**src/shared/vatu_pkg.sv**
```systemverilog
// package for the virtual address translation unit
// assumes a 32-bit core address path and a single core clock
package vatu_pkg;
    // register offsets, control-region view
    localparam logic [31:0] VATU_OFS_PEH = 32'hff00_0000;
    localparam logic [31:0] VATU_OFS_PEL = 32'hff00_0004;
    localparam logic [31:0] VATU_OFS_TTB = 32'hff00_0008;
    localparam logic [31:0] VATU_OFS_FAC = 32'hff00_000c;
    localparam logic [31:0] VATU_OFS_CTL = 32'hff00_0010;
    localparam logic [31:0] VATU_OFS_PSC = 32'hff00_0070;
    localparam logic [31:0] VATU_OFS_RIC = 32'hff00_0078;
    // mirror base in physical area 7
    localparam logic [31:0] VATU_MIRROR_BASE = 32'h1f00_0000;
    localparam logic [31:0] VATU_CTRL_BASE = 32'hff00_0000;
    localparam logic [31:0] VATU_REG_MASK = 32'h0000_00ff;
    // page entry high fields
    localparam int VATU_VPN_LSB = 10;
    localparam int VATU_VPN_W = 22;
    localparam int VATU_TAG_LSB = 0;
    localparam int VATU_TAG_W = 8;
    localparam logic [31:0] VATU_PEH_MASK = 32'hffff_fcff;
    // control fields
    localparam int VATU_CTL_AT_BIT = 0;
    localparam int VATU_CTL_SV_BIT = 8;
    localparam int VATU_RIC_R2_BIT = 4;
    // reset values
    localparam logic [31:0] VATU_CTL_RST = 32'h0000_0000;
    localparam logic [31:0] VATU_PSC_RST = 32'h0000_0000;
    localparam logic [31:0] VATU_RIC_RST = 32'h0000_0000;
    // buffer sizes and physical width
    localparam int VATU_ITB_N = 4;
    localparam int VATU_UTB_N = 16;
    localparam int VATU_PA_W = 29;
    // region decode
    typedef enum logic [2:0] {
        VATU_RG_LOW, VATU_RG_CDIR, VATU_RG_UDIR, VATU_RG_PRIV, VATU_RG_CTRL
    } vatu_region_t;
    // one translation entry
    typedef struct packed {
        logic valid;
        logic [VATU_VPN_W-1:0] virtual_page_field;
        logic [VATU_TAG_W-1:0] tag;
        logic [VATU_PA_W-1:0] pa;
    } vatu_entry_t;
endpackage

```
**src/shared/vatu_lookup_if.sv**
```systemverilog
// lookup request and result between the top and a translation buffer
// assumes one shared clock; results are combinational
`timescale 1ns/1ps
`default_nettype none
interface vatu_lookup_if;
    import vatu_pkg::*;
    logic [31:0] va; // virtual address searched
    logic [VATU_TAG_W-1:0] tag; // current process tag
    logic single_mode; // single space compare
    logic hit; // an entry matched
    logic [VATU_PA_W-1:0] pa; // translated address
    logic wr_en; // load an entry
    vatu_entry_t wr_entry; // entry loaded
    modport owner(output va, tag, single_mode, wr_en, wr_entry, input hit, pa);
    modport buffer(input va, tag, single_mode, wr_en, wr_entry, output hit, pa);
endinterface
`default_nettype wire

```
**src/hw/vatu_tbuf.sv**
```systemverilog
// translation buffer: fully associative, round-robin replacement
// assumes entries are loaded only through the lookup interface
`timescale 1ns/1ps
`default_nettype none
module vatu_tbuf #(
    parameter int N = 4
) (
    // clock and reset
    input wire logic ref_clk,
    input wire logic sys_rst,
    // lookup port
    vatu_lookup_if.buffer lk
);
    import vatu_pkg::*;
    localparam int IW = $clog2(N);
    vatu_entry_t ent_r [N]; // entry storage
    logic [IW-1:0] rep_r; // replacement pointer
    logic [N-1:0] match; // per-entry hit
    logic [VATU_PA_W-1:0] pa_sel; // selected address

    // ---------------------------------------------------------------
    // compare
    // ---------------------------------------------------------------
    genvar g;
    generate
        for (g = 0; g < N; g++) begin : g_cmp
            // single mode ignores the tag for matching
            assign match[g] = ent_r[g].valid
                && ent_r[g].virtual_page_field == lk.va[31:VATU_VPN_LSB]
                && (lk.single_mode || ent_r[g].tag == lk.tag);
        end
    endgenerate

    // select the matching entry's address
    always_comb begin
        pa_sel = '0;
        for (int i = 0; i < N; i++) begin
            if (match[i]) begin
                pa_sel = ent_r[i].pa;
            end
        end
    end
    assign lk.hit = |match;
    assign lk.pa = pa_sel;

    // ---------------------------------------------------------------
    // storage
    // ---------------------------------------------------------------
    // load the next entry, clear all on reset
    always_ff @(posedge ref_clk) begin
        if (sys_rst) begin
            for (int i = 0; i < N; i++) begin
                ent_r[i] <= '0;
            end
            rep_r <= '0;
        end else if (lk.wr_en) begin
            ent_r[rep_r] <= lk.wr_entry;
            rep_r <= IW'((int'(rep_r) + 1) % N);
        end
    end
endmodule
`default_nettype wire

```
**src/hw/vatu_top.sv**
```systemverilog
// virtual address translation unit: region decode, buffers, registers
// assumes the core holds a request stable until it is answered
`timescale 1ns/1ps
`default_nettype none
module vatu_top (
    // clock and reset
    input wire logic ref_clk,
    input wire logic sys_rst,
    // instruction fetch path
    input wire logic ifetch_req,
    input wire logic [31:0] ifetch_va,
    output logic ifetch_ack,
    output logic [31:0] ifetch_pa,
    output logic ifetch_miss,
    // data access path
    input wire logic data_req,
    input wire logic [31:0] data_va,
    input wire logic data_translated,
    output logic data_ack,
    output logic [31:0] data_pa,
    output logic data_miss,
    output logic data_is_reg,
    // register access, within a data access
    input wire logic reg_we,
    input wire logic [31:0] reg_wdata,
    output logic [31:0] reg_rdata,
    // core events
    input wire logic addr_err,
    input wire logic [31:0] addr_err_va,
    input wire logic load_entry_op,
    // exception and refetch control
    output logic miss_exc,
    output logic [31:0] miss_epc_va,
    output logic refetch_next,
    // register views
    output logic [31:0] table_base,
    output logic [31:0] space_control
);
    import vatu_pkg::*;

    // ---------------------------------------------------------------
    // registers
    // ---------------------------------------------------------------
    logic [31:0] peh_r, peh_nxt; // page entry high
    logic [31:0] pel_r; // page entry low
    logic [31:0] ttb_r; // table base
    logic [31:0] fac_r, fac_nxt; // fault address
    logic [31:0] ctl_r; // translation control
    logic [31:0] psc_r; // physical space control
    logic [31:0] ric_r; // refetch inhibit
    // output flops
    logic ifetch_ack_r, ifetch_miss_r, data_ack_r, data_miss_r, data_is_reg_r;
    logic [31:0] ifetch_pa_r, data_pa_r, reg_rdata_r;
    logic miss_exc_r, refetch_r;
    logic [31:0] epc_r;

    // access phase
    typedef enum logic [1:0] {VATU_IDLE, VATU_DONE} vatu_state_t;
    vatu_state_t ist_r, dst_r;

    // ---------------------------------------------------------------
    // region decode
    // ---------------------------------------------------------------
    // classify by top address bits
    function automatic vatu_region_t region_of(input logic [31:0] va);
        if (!va[31]) begin
            region_of = VATU_RG_LOW;
        end else begin
            case (va[31:29])
                3'h4: region_of = VATU_RG_CDIR;
                3'h5: region_of = VATU_RG_UDIR;
                3'h6: region_of = VATU_RG_PRIV;
                default: region_of = VATU_RG_CTRL;
            endcase
        end
    endfunction

    // direct physical address, top three bits forced to zero
    function automatic logic [31:0] direct_pa(input logic [31:0] va);
        direct_pa = {3'h0, va[28:0]};
    endfunction

    // true for a register address in either view
    function automatic logic is_reg_addr(input logic [31:0] a);
        logic [31:0] base;
        base = a & ~VATU_REG_MASK;
        is_reg_addr = (base == VATU_CTRL_BASE) || (base == VATU_MIRROR_BASE);
    endfunction

    vatu_region_t i_rg, d_rg;
    assign i_rg = region_of(ifetch_va);
    assign d_rg = region_of(data_va);

    wire logic xlate_on = ctl_r[VATU_CTL_AT_BIT];
    wire logic single_mode = ctl_r[VATU_CTL_SV_BIT];
    wire logic [VATU_TAG_W-1:0] cur_tag = peh_r[VATU_TAG_W-1:0];

    // ---------------------------------------------------------------
    // buffers
    // ---------------------------------------------------------------
    vatu_lookup_if ilk();
    vatu_lookup_if ulk();

    vatu_tbuf #(.N(VATU_ITB_N)) u_itb (
        .ref_clk(ref_clk),
        .sys_rst(sys_rst),
        .lk(ilk.buffer)
    );
    vatu_tbuf #(.N(VATU_UTB_N)) u_utb (
        .ref_clk(ref_clk),
        .sys_rst(sys_rst),
        .lk(ulk.buffer)
    );

    // fetch searches the instruction buffer, data the unified one
    assign ilk.va = ifetch_va;
    assign ulk.va = data_va;
    assign ilk.tag = cur_tag;
    assign ulk.tag = cur_tag;
    assign ilk.single_mode = single_mode;
    assign ulk.single_mode = single_mode;

    // load op copies page field and tag with low register payload
    vatu_entry_t new_ent;
    assign new_ent.valid = pel_r[8];
    assign new_ent.virtual_page_field = peh_r[31:VATU_VPN_LSB];
    assign new_ent.tag = peh_r[VATU_TAG_W-1:0];
    assign new_ent.pa = {pel_r[28:10], 10'h000};
    assign ulk.wr_en = load_entry_op;
    assign ulk.wr_entry = new_ent;
    // instruction buffer takes the same load
    assign ilk.wr_en = load_entry_op;
    assign ilk.wr_entry = new_ent;

    // ---------------------------------------------------------------
    // translation results
    // ---------------------------------------------------------------
    // an address needs the buffer only in translated regions with
    // translation enabled
    wire logic i_needs = xlate_on && (i_rg == VATU_RG_LOW || i_rg == VATU_RG_PRIV);
    wire logic d_needs = xlate_on && (d_rg == VATU_RG_LOW || d_rg == VATU_RG_PRIV);
    wire logic i_bypass = (i_rg == VATU_RG_CTRL);
    wire logic d_bypass = (d_rg == VATU_RG_CTRL);
    // page from the entry, offset kept from the address
    wire logic [31:0] i_xl_pa = {3'h0, ilk.pa[28:10], ifetch_va[9:0]};
    wire logic [31:0] d_xl_pa = {3'h0, ulk.pa[28:10], data_va[9:0]};

    // fetch address selection
    wire logic [31:0] i_pa_w = i_bypass ? ifetch_va :
        i_needs ? i_xl_pa : direct_pa(ifetch_va);
    wire logic i_miss_w = i_needs && !ilk.hit;
    // data address selection
    wire logic [31:0] d_pa_w = d_bypass ? data_va :
        d_needs ? d_xl_pa : direct_pa(data_va);
    wire logic d_miss_w = d_needs && !ulk.hit;

    // register hit: control view direct, mirror only when translated
    wire logic [31:0] d_reg_addr = d_needs ? d_xl_pa : data_va;
    wire logic d_reg_hit = !d_miss_w && (d_bypass || (d_needs && data_translated))
        && is_reg_addr(d_reg_addr);
    wire logic [7:0] d_reg_off = d_reg_addr[7:0];
    wire logic reg_wr = data_req && dst_r == VATU_IDLE && d_reg_hit && reg_we;
    wire logic is_peh_wr = reg_wr && d_reg_off == VATU_OFS_PEH[7:0];

    // read mux
    logic [31:0] rd_mux;
    always_comb begin
        case (d_reg_off)
            VATU_OFS_PEH[7:0]: rd_mux = peh_r & VATU_PEH_MASK;
            VATU_OFS_PEL[7:0]: rd_mux = pel_r;
            VATU_OFS_TTB[7:0]: rd_mux = ttb_r;
            VATU_OFS_FAC[7:0]: rd_mux = fac_r;
            VATU_OFS_CTL[7:0]: rd_mux = ctl_r;
            VATU_OFS_PSC[7:0]: rd_mux = psc_r;
            VATU_OFS_RIC[7:0]: rd_mux = ric_r;
            default: rd_mux = 32'h0000_0000;
        endcase
    end

    // fault capture: any miss or address error writes page field
    wire logic i_fault = ifetch_req && ist_r == VATU_IDLE && i_miss_w;
    wire logic d_fault = data_req && dst_r == VATU_IDLE && d_miss_w;
    wire logic [31:0] fault_va = d_fault ? data_va : i_fault ? ifetch_va : addr_err_va;
    wire logic any_fault = i_fault || d_fault || addr_err;

    // page entry high next value: tag only from software
    always_comb begin
        peh_nxt = peh_r;
        if (is_peh_wr) begin
            peh_nxt = reg_wdata & VATU_PEH_MASK;
        end
        if (any_fault) begin
            peh_nxt[31:VATU_VPN_LSB] = fault_va[31:VATU_VPN_LSB];
        end
    end
    always_comb begin
        fac_nxt = fac_r;
        if (reg_wr && d_reg_off == VATU_OFS_FAC[7:0]) begin
            fac_nxt = reg_wdata;
        end
        if (any_fault) begin
            fac_nxt = fault_va;
        end
    end

    // ---------------------------------------------------------------
    // register storage
    // ---------------------------------------------------------------
    // control registers cleared by reset
    always_ff @(posedge ref_clk) begin
        if (sys_rst) begin
            ctl_r <= VATU_CTL_RST;
            psc_r <= VATU_PSC_RST;
            ric_r <= VATU_RIC_RST;
        end else if (reg_wr) begin
            if (d_reg_off == VATU_OFS_CTL[7:0]) ctl_r <= reg_wdata;
            if (d_reg_off == VATU_OFS_PSC[7:0]) psc_r <= reg_wdata;
            if (d_reg_off == VATU_OFS_RIC[7:0]) ric_r <= reg_wdata;
        end
    end

    // undefined-at-reset registers are just held
    always_ff @(posedge ref_clk) begin
        peh_r <= peh_nxt;
        fac_r <= fac_nxt;
        if (reg_wr && d_reg_off == VATU_OFS_PEL[7:0]) pel_r <= reg_wdata;
        if (reg_wr && d_reg_off == VATU_OFS_TTB[7:0]) ttb_r <= reg_wdata;
    end

    // ---------------------------------------------------------------
    // access handshake
    // ---------------------------------------------------------------
    // fetch: answer one cycle after request, then wait for drop
    always_ff @(posedge ref_clk) begin
        if (sys_rst) begin
            ist_r <= VATU_IDLE;
            ifetch_ack_r <= 1'b0;
            ifetch_miss_r <= 1'b0;
            ifetch_pa_r <= 32'h0000_0000;
        end else begin
            case (ist_r)
                VATU_IDLE: begin
                    ifetch_ack_r <= ifetch_req && !i_miss_w;
                    ifetch_miss_r <= i_fault;
                    ifetch_pa_r <= i_miss_w ? 32'h0000_0000 : i_pa_w;
                    if (ifetch_req) ist_r <= VATU_DONE;
                end
                VATU_DONE: begin
                    ifetch_ack_r <= 1'b0;
                    ifetch_miss_r <= 1'b0;
                    if (!ifetch_req) ist_r <= VATU_IDLE;
                end
                default: ist_r <= VATU_IDLE;
            endcase
        end
    end

    // data: same handshake, plus register read data
    always_ff @(posedge ref_clk) begin
        if (sys_rst) begin
            dst_r <= VATU_IDLE;
            data_ack_r <= 1'b0;
            data_miss_r <= 1'b0;
            data_is_reg_r <= 1'b0;
            data_pa_r <= 32'h0000_0000;
            reg_rdata_r <= 32'h0000_0000;
        end else begin
            case (dst_r)
                VATU_IDLE: begin
                    data_ack_r <= data_req && !d_miss_w;
                    data_miss_r <= d_fault;
                    data_is_reg_r <= data_req && d_reg_hit;
                    data_pa_r <= d_miss_w ? 32'h0000_0000 : d_pa_w;
                    reg_rdata_r <= (data_req && d_reg_hit) ? rd_mux : 32'h0000_0000;
                    if (data_req) dst_r <= VATU_DONE;
                end
                VATU_DONE: begin
                    data_ack_r <= 1'b0;
                    data_miss_r <= 1'b0;
                    data_is_reg_r <= 1'b0;
                    if (!data_req) dst_r <= VATU_IDLE;
                end
                default: dst_r <= VATU_IDLE;
            endcase
        end
    end

    // exception: report the faulting address so the core restarts
    // that very instruction after the handler
    always_ff @(posedge ref_clk) begin
        if (sys_rst) begin
            miss_exc_r <= 1'b0;
            epc_r <= 32'h0000_0000;
            refetch_r <= 1'b0;
        end else begin
            miss_exc_r <= i_fault || d_fault;
            if (i_fault || d_fault) epc_r <= fault_va;
            // tag update with suppress bit clear forces a refetch
            refetch_r <= is_peh_wr && !ric_r[VATU_RIC_R2_BIT]
                && reg_wdata[7:0] != peh_r[7:0];
        end
    end

    // ---------------------------------------------------------------
    // outputs
    // ---------------------------------------------------------------
    assign ifetch_ack = ifetch_ack_r;
    assign ifetch_pa = ifetch_pa_r;
    assign ifetch_miss = ifetch_miss_r;
    assign data_ack = data_ack_r;
    assign data_pa = data_pa_r;
    assign data_miss = data_miss_r;
    assign data_is_reg = data_is_reg_r;
    assign reg_rdata = reg_rdata_r;
    assign miss_exc = miss_exc_r;
    assign miss_epc_va = epc_r;
    assign refetch_next = refetch_r;
    assign table_base = ttb_r;
    assign space_control = psc_r;
endmodule
`default_nettype wire

```
**config.mk**
```make
export PLATFORM = sky130hd
export DESIGN_NAME = vatu_top
export DESIGN_NICKNAME = d
export VERILOG_FILES = /design/src/shared/vatu_pkg.sv /design/src/shared/vatu_lookup_if.sv /design/src/hw/vatu_tbuf.sv /design/src/hw/vatu_top.sv
export SDC_FILE = /design/constraint.sdc
export NUM_CORES = 2
export LEC_CHECK = 0
export ABC_AREA = 0
export BUFFER_PORTS_ARGS = -buffer_cell sky130_fd_sc_hd__buf_2
export CAP_MARGIN = 20
export CORE_AREA = 2 2 349 351
export CTS_CLUSTER_SIZE = 28
export DETAILED_ROUTE_END_ITERATION = 8
export DIE_AREA = 0 0 351 353
export PLACE_DENSITY = 0.82
export SYNTH_ARGS = -nofsm -noshare
export SYNTH_HDL_FRONTEND = slang
export SYNTH_SLANG_ARGS = --single-unit
```
**constraint.sdc**
```tcl
create_clock -name ref_clk -period 10.17 [get_ports ref_clk]
set_clock_uncertainty 0.1 [all_clocks]
set_input_delay 1.5255 -clock ref_clk [delete_from_list [all_inputs] [get_ports ref_clk]]
set_output_delay 1.5255 -clock ref_clk [all_outputs]
set_load 0.05 [all_outputs]
```
### After elaboration in Yosys (flattened, before gate mapping)

Memories as Yosys holds them, arrays and structs flattened.
Index checks and enable logic that the tools add are counted.

* reduce and logical (&&, ||, !) cells: 111
* equal/unequal tests: 65
* $add $sub $neg: 2
* muxes and demuxes: 61

Operators by type and width (count)
* 29-bit 2-to-1 mux: 22
* 22-bit == test: 20
* 32-bit 2-to-1 mux: 11
* 32-bit one-hot mux with 7 select lines: 1
* 8-bit == test: 20
* 50-bit 2-to-1 mux: 2
* 50-bit OR reduction: 2
* 1-bit logical AND: 62
* 1-bit logical OR: 26
* 24-bit by 21-bit == test with 1-bit output, second input constant: 1
* 24-bit == test, second input constant: 1
* 3-bit == test, second input constant: 8
* 22-bit 2-to-1 mux: 1
* 3-bit one-hot mux with 3 select lines: 2
* 8-bit by 4-bit == test with 1-bit output, second input constant: 2
* 8-bit by 7-bit == test with 1-bit output, second input constant: 2
* 16-bit OR reduction: 1
* 2-bit 2-to-1 mux: 5
* 1-bit one-hot mux with 2 select lines: 5
* 2-bit AND reduction: 5
* 8-bit by 3-bit == test with 1-bit output, second input constant: 1
* 8-bit by 5-bit == test with 1-bit output, second input constant: 1
* 8-bit zero test: 1
* 2-bit inequality test, second input constant: 4
* 14 further kinds: 33

* input bits: 136
* logic and storage cells: 264
* output and inout bits: 199
* memories: 2
* register bits after elaboration: 367
* bits in writable memories: 1000

Memory list
* u_utb.ent_r: words 16, bits a word 50, read ports 16, clocked after Yosys merged registers in 0, write ports 16, RTL line vatu_tbuf.sv:16 `vatu_entry_t ent_r [N];`
* u_itb.ent_r: words 4, bits a word 50, read ports 4, clocked after Yosys merged registers in 0, write ports 4, RTL line vatu_tbuf.sv:16

### Longest topological paths before layout

An unclocked memory read counts as a cell.

* depth after elaboration: 29
* depth in mapped cells: 19
* gate-level depth less buffers: 12

### Hierarchy

A second synthesis with hierarchy kept.

* cells, all modules: 6186
* area, all modules: 73759.5 µm²

By module, submodules not included
* vatu_tbuf (u_utb): seq. area each 28907.7 µm², area an instance 46672.3 µm², cells each 3772, instances 1
* vatu_top: seq. area each 8448.1 µm², area an instance 15841.4 µm², cells each 1558, instances 1
* vatu_tbuf (u_itb): seq. area each 7247.0 µm², area an instance 11245.8 µm², cells each 856, instances 1

### Least setup slack after synthesis

Ideal clock, no wire load.

* path kind: in2reg
* start point: in data_va[24]
* end point: reg fac_r[0], enable pin
* slack: 2708 ps
* path buffers: 3
* setup time: 466 ps
* arrival: 6896 ps
* stages: 15
* data required time: 9604 ps
* path through: buf_2 -> buf_2 -> xnor2_1 -> nand4_1 -> nor4_1 -> nand3_1 -> buf_2 -> o311a_1 -> o2111ai_1 -> a41oi_1 -> o31ai_1 -> nand4_1 -> nor4_1 -> nand4_1 -> o21ai_0

* cells in the longest elaborated chain, start to end: 27
* elaborated cells on any way between the ends: 81
* those cells by class: eq/ne (18); mux (17); reduce/logical (46)

Ends and longest elaborated chain
* start, declared: RTL line vatu_top.sv:17 `input wire logic [31:0] data_va,`
* 22-bit == test: RTL line vatu_tbuf.sv:29 `&& ent_r[g].virtual_page_field == lk.va[31:VATU_VPN_LSB]`
* 1-bit logical AND: RTL line vatu_tbuf.sv:29
* 1-bit logical AND: RTL line vatu_tbuf.sv:30 `&& (lk.single_mode || ent_r[g].tag == lk.tag);`
* 29-bit 2-to-1 mux (16 in a row): RTL line vatu_tbuf.sv:38 `if (match[i]) begin`
* 32-bit 2-to-1 mux: RTL line vatu_top.sv:158 `wire logic [31:0] d_reg_addr = d_needs ? d_xl_pa : data_va;`
* 24-bit == test or 24-bit by 21-bit == test with 1-bit output (tied branches): RTL line vatu_top.sv:87 `is_reg_addr = (base == VATU_CTRL_BASE) || (base == VATU_MIRROR_BASE);`
* 1-bit logical OR: RTL line vatu_top.sv:87
* 1-bit logical AND: RTL line vatu_top.sv:160 `&& is_reg_addr(d_reg_addr);`
* 1-bit logical AND (2 in a row): RTL line vatu_top.sv:162 `wire logic reg_wr = data_req && dst_r == VATU_IDLE && d_reg_hit && reg_we;`
* 1-bit logical AND: RTL line vatu_top.sv:198 `if (reg_wr && d_reg_off == VATU_OFS_FAC[7:0]) begin`
* 2-bit nonzero test (no line) (*)
* end signal, assigned: RTL line vatu_top.sv:225 `fac_r <= fac_nxt;`
* end, declared: RTL line vatu_top.sv:47 `logic [31:0] fac_r, fac_nxt;`

Every way passes the cells marked *; elsewhere a longest branch is shown, timed or not.
A chain may end at the register's enable or synchronous reset.

### Worst setup path after layout

* start point: in data_va[16]
* end point: reg fac_r[28], enable pin

The elaborated chain is that of the path after synthesis.

==> flow_summary_export.csv <==
group,metric,value,unit
outcome,status,"finished clean",
global_route,track_usage,0.367,
finish,largest_reg_flops,800,
floorplan,num_io_pins,335,
placed_design,detailed_place.area,68700,µm²
logic_synthesis,synth_top_area_share,0.514,
placed_design,portBuffers,334,
floorplan,initial_core_util,0.545,
logic_synthesis,synthCells,5625,
timing,timing.fmax,127,MHz
logic_synthesis,ys_seq_area_frac,0.587,
logic_synthesis,synth_edf_count,1126,
finish,top_regs,"u_utb.ent_r x800, u_itb.ent_r x200",
routing,via_count,47928,
critical_path,path_max_fanout,18,
finish,n_fill_cell,9159,
clock_network,h-tree-depth,4,
routing,drc,0,
power_and_ir_drop,p_per_area,177,nW/µm²
timing,finalSetupViolCount,0,
logic_synthesis,synth-seq-cells,1365,
floorplan,rows,128,
clock_network,cts-root-buf,"clkbuf_16",
finish,drive_gt1_frac,0.140,
finish,top_register,"u_utb.ent_r",
finish,register_area,38600,µm²
placed_design,dpl.hpwl,153000,µm
power_and_ir_drop,p_total,13.0,mW
finish,nets,5929,
logic_synthesis,syn_area_per_cell,11.7,µm²
logic_synthesis,synth_flop_cell,"edfxtp_1",
clock_network,cts_tree,"yes",
global_route,grt_pass1_wl,326000,µm
placed_design,place_congestion,1.03,
run,maxCapViolCount,0,
hold_path,worst_hold_path_type,"flip-flop to flip-flop",
clock_network,postCtsHoldBufs,0,
timing,min_period_over_period,0.777,
finish,design_area,73600,µm²
timing,rsz0062_at_grt,"false",
critical_path,critical_path.startpoint_type,"primary input",
critical_path,end_kind,"flip-flop",
timing,finalHoldViolations,0,
clock_network,postCtsSetupBuffers,0,
critical_path,required,10.54,ns
routing,drtAntennaViolNets,0,
critical_path,worstSetupPathType,"primary input to flip-flop",
floorplan,core_area,121000,µm²
logic_synthesis,synth.most_common_cell,"edfxtp_1",
logic_synthesis,yosysWarnings,0,
finish,multi_input_area,25100,µm²
timing,tightest_slew,1.30,ns
routing,via_per_inst,6.36,
floorplan,die_area,124000,µm²
timing,fin_crit,7.90,ns
clock_network,cts_sinks,1365,
timing,timing.slew.headroom,0.134,
clock_network,clock_latency,0.81,ns
floorplan,die_h,353,µm
finish,area_growth,11.9,%
timing,final.setup.tns,0,ns
global_route,grt_max_degree,118,
placed_design,place_ws,1.82,ns
timing,report.final.slew_viol_count,0,
logic_synthesis,synth_area_leader_cell,"edfxtp_1",
power_and_ir_drop,p_leak,28.0,nW
logic_synthesis,netlist_area,65700,µm²
logic_synthesis,syn_nets,5767,
clock_network,cts-buffers-inserted,148,
timing,hold_slack,0.352,ns
logic_synthesis,postSynth.asyncResetShare,0,
global_route,antenna_found_initial,23,
routing,drt-initial-drc-count,7439,
routing,finalWirelength,230000,µm
routing,firstDrtPassIters,7,
clock_network,clk_pin_slew,0.06,ns
clock_network,cts_max_path_buffers,3,
power_and_ir_drop,ir_drop,186,µV
routing,avgRoutedWirePerCell,30.5,µm
critical_path,arrival,8.27,ns
clock_network,cts_resized,0,
global_route,grt_overflow_total,0,
timing,setup_ws,2.27,ns
logic_synthesis,ys_top_cells_by_count,"edfxtp_1 (1126), and2_1 (1020), xnor2_1 (387)",
logic_synthesis,yosysUniqueCellTypes,93,
logic_synthesis,synth.top_cells.by_area,"edfxtp_1 (51%), and2_1 (9.7%), dfxtp_1 (7.3%)",
global_route,grt_pass1_vias,46107,
floorplan,die_x,351,µm
## cell families after synthesis
group / synth area share
AO/OA/AOI/OAI: 0.0677
multiplexers: 0.0294
XOR/XNOR: 0.0821
flip-flops: 0.587
adder cells (fa/ha/maj): 0.00114
AND/OR/NAND/NOR: 0.199
buffers and inverters: 0.0338
## cell type report
class,instances,area share
inverter,52,0.00265
antenna,8,0.000272
tap,1625,0.0276
timing repair buffer,487,0.0392
clock inverter,76,0.0112
clock buffer,192,0.0536
sequential,1365,0.525
multi-input combinational,3733,0.341
## critical path, stage by stage
cell and delay, ns:
buf_2 0.40, buf_4 0.41, xnor2_1 0.21, nand4_1 0.14, nor4_2 0.91, nand3_1 0.85, o211a_1 0.49, o2111ai_1 0.11
a41oi_1 0.11, o31ai_1 0.46, nand4_1 0.16, nor4_1 0.61, buf_4 0.27, nand4_1 0.41, o21ai_2 0.78, buf_4 0.42
## placed cells by master (no fill, tap or decap), types with 14 or more instances in the layout
| cell | synthesis | routed |
|---|---|---|
| a31oi_1 | 26 | 26 |
| inv_1 | 50 | 50 |
| or3_1 | 16 | 16 |
| nand3_1 | 91 | 91 |
| o21ai_0 | 66 | 65 |
| mux2_2 | 32 | 32 |
| nand2b_1 | 142 | 142 |
| o211ai_1 | 31 | 31 |
| a22oi_1 | 35 | 35 |
| nor4_1 | 72 | 68 |
| nor3_1 | 47 | 39 |
| and2_1 | 1020 | 1020 |
| xnor2_1 | 387 | 387 |
| nand4_1 | 177 | 177 |
| clkbuf_1 | 366 | 36 |
| a222oi_1 | 34 | 34 |
| a22o_1 | 74 | 74 |
| clkbuf_16 | 0 | 150 |
| o31ai_1 | 15 | 15 |
| xor2_1 | 229 | 229 |
| clkinv_1 | 1 | 24 |
| edfxtp_1 | 1126 | 1126 |
| nand2_1 | 313 | 311 |
| clkinv_2 | 0 | 24 |
| or2_2 | 27 | 27 |
| or4_1 | 16 | 16 |
| dfxtp_1 | 239 | 237 |
| a21oi_1 | 159 | 159 |
| mux2i_1 | 157 | 157 |
| buf_2 | 63 | 334 |
| and3_1 | 36 | 36 |
| nor2_2 | 0 | 14 |
| a211oi_1 | 34 | 34 |
| buf_4 | 29 | 147 |
| nor2_1 | 257 | 241 |
## power by group
group | leakage, nW | switching [mW] | total [mW] | internal [mW]
Combinational | 12.2 | 0.911 | 1.24 | 0.329
Sequential | 13.5 | 0.123 | 6.42 | 6.30
Clock | 2.33 | 2.31 | 5.38 | 3.07
Total | 28.0 | 3.35 | 13.0 | 9.70
## per-layer routing
metal  part of all wire  GRT usage  vias to the layer above
li1                   -          -                    20277
met1               0.35      0.473                    23199
met2               0.44      0.555                     3655
met3               0.12     0.0865                      785
met4              0.080      0.242                       12
met5            0.00033          0                        -
## through the flow
step | utilization | std cells
2_1_floorplan | - | 5625
3_3_place_gp | 0.570 | 7256
3_5_place_dp | 0.570 | 7257
4_1_cts | 0.609 | 7525
5_1_grt | 0.610 | 7530
6_report | 0.610 | 7538
## final timing paths
path | slack (ns) | end | from | cells after the start
worst max-delay path | 2.27 | fac_r[28] | data_va[16] | 16
worst min-delay path | 0.35 | miss_epc_va[14] | miss_epc_va[14] | 2
worst max register to register | 2.75 | fac_r[28] | peh_r[5] | 15
worst min register to register | 0.35 | miss_epc_va[14] | miss_epc_va[14] | 2
Note: power is estimated with default switching activity, not from simulation.
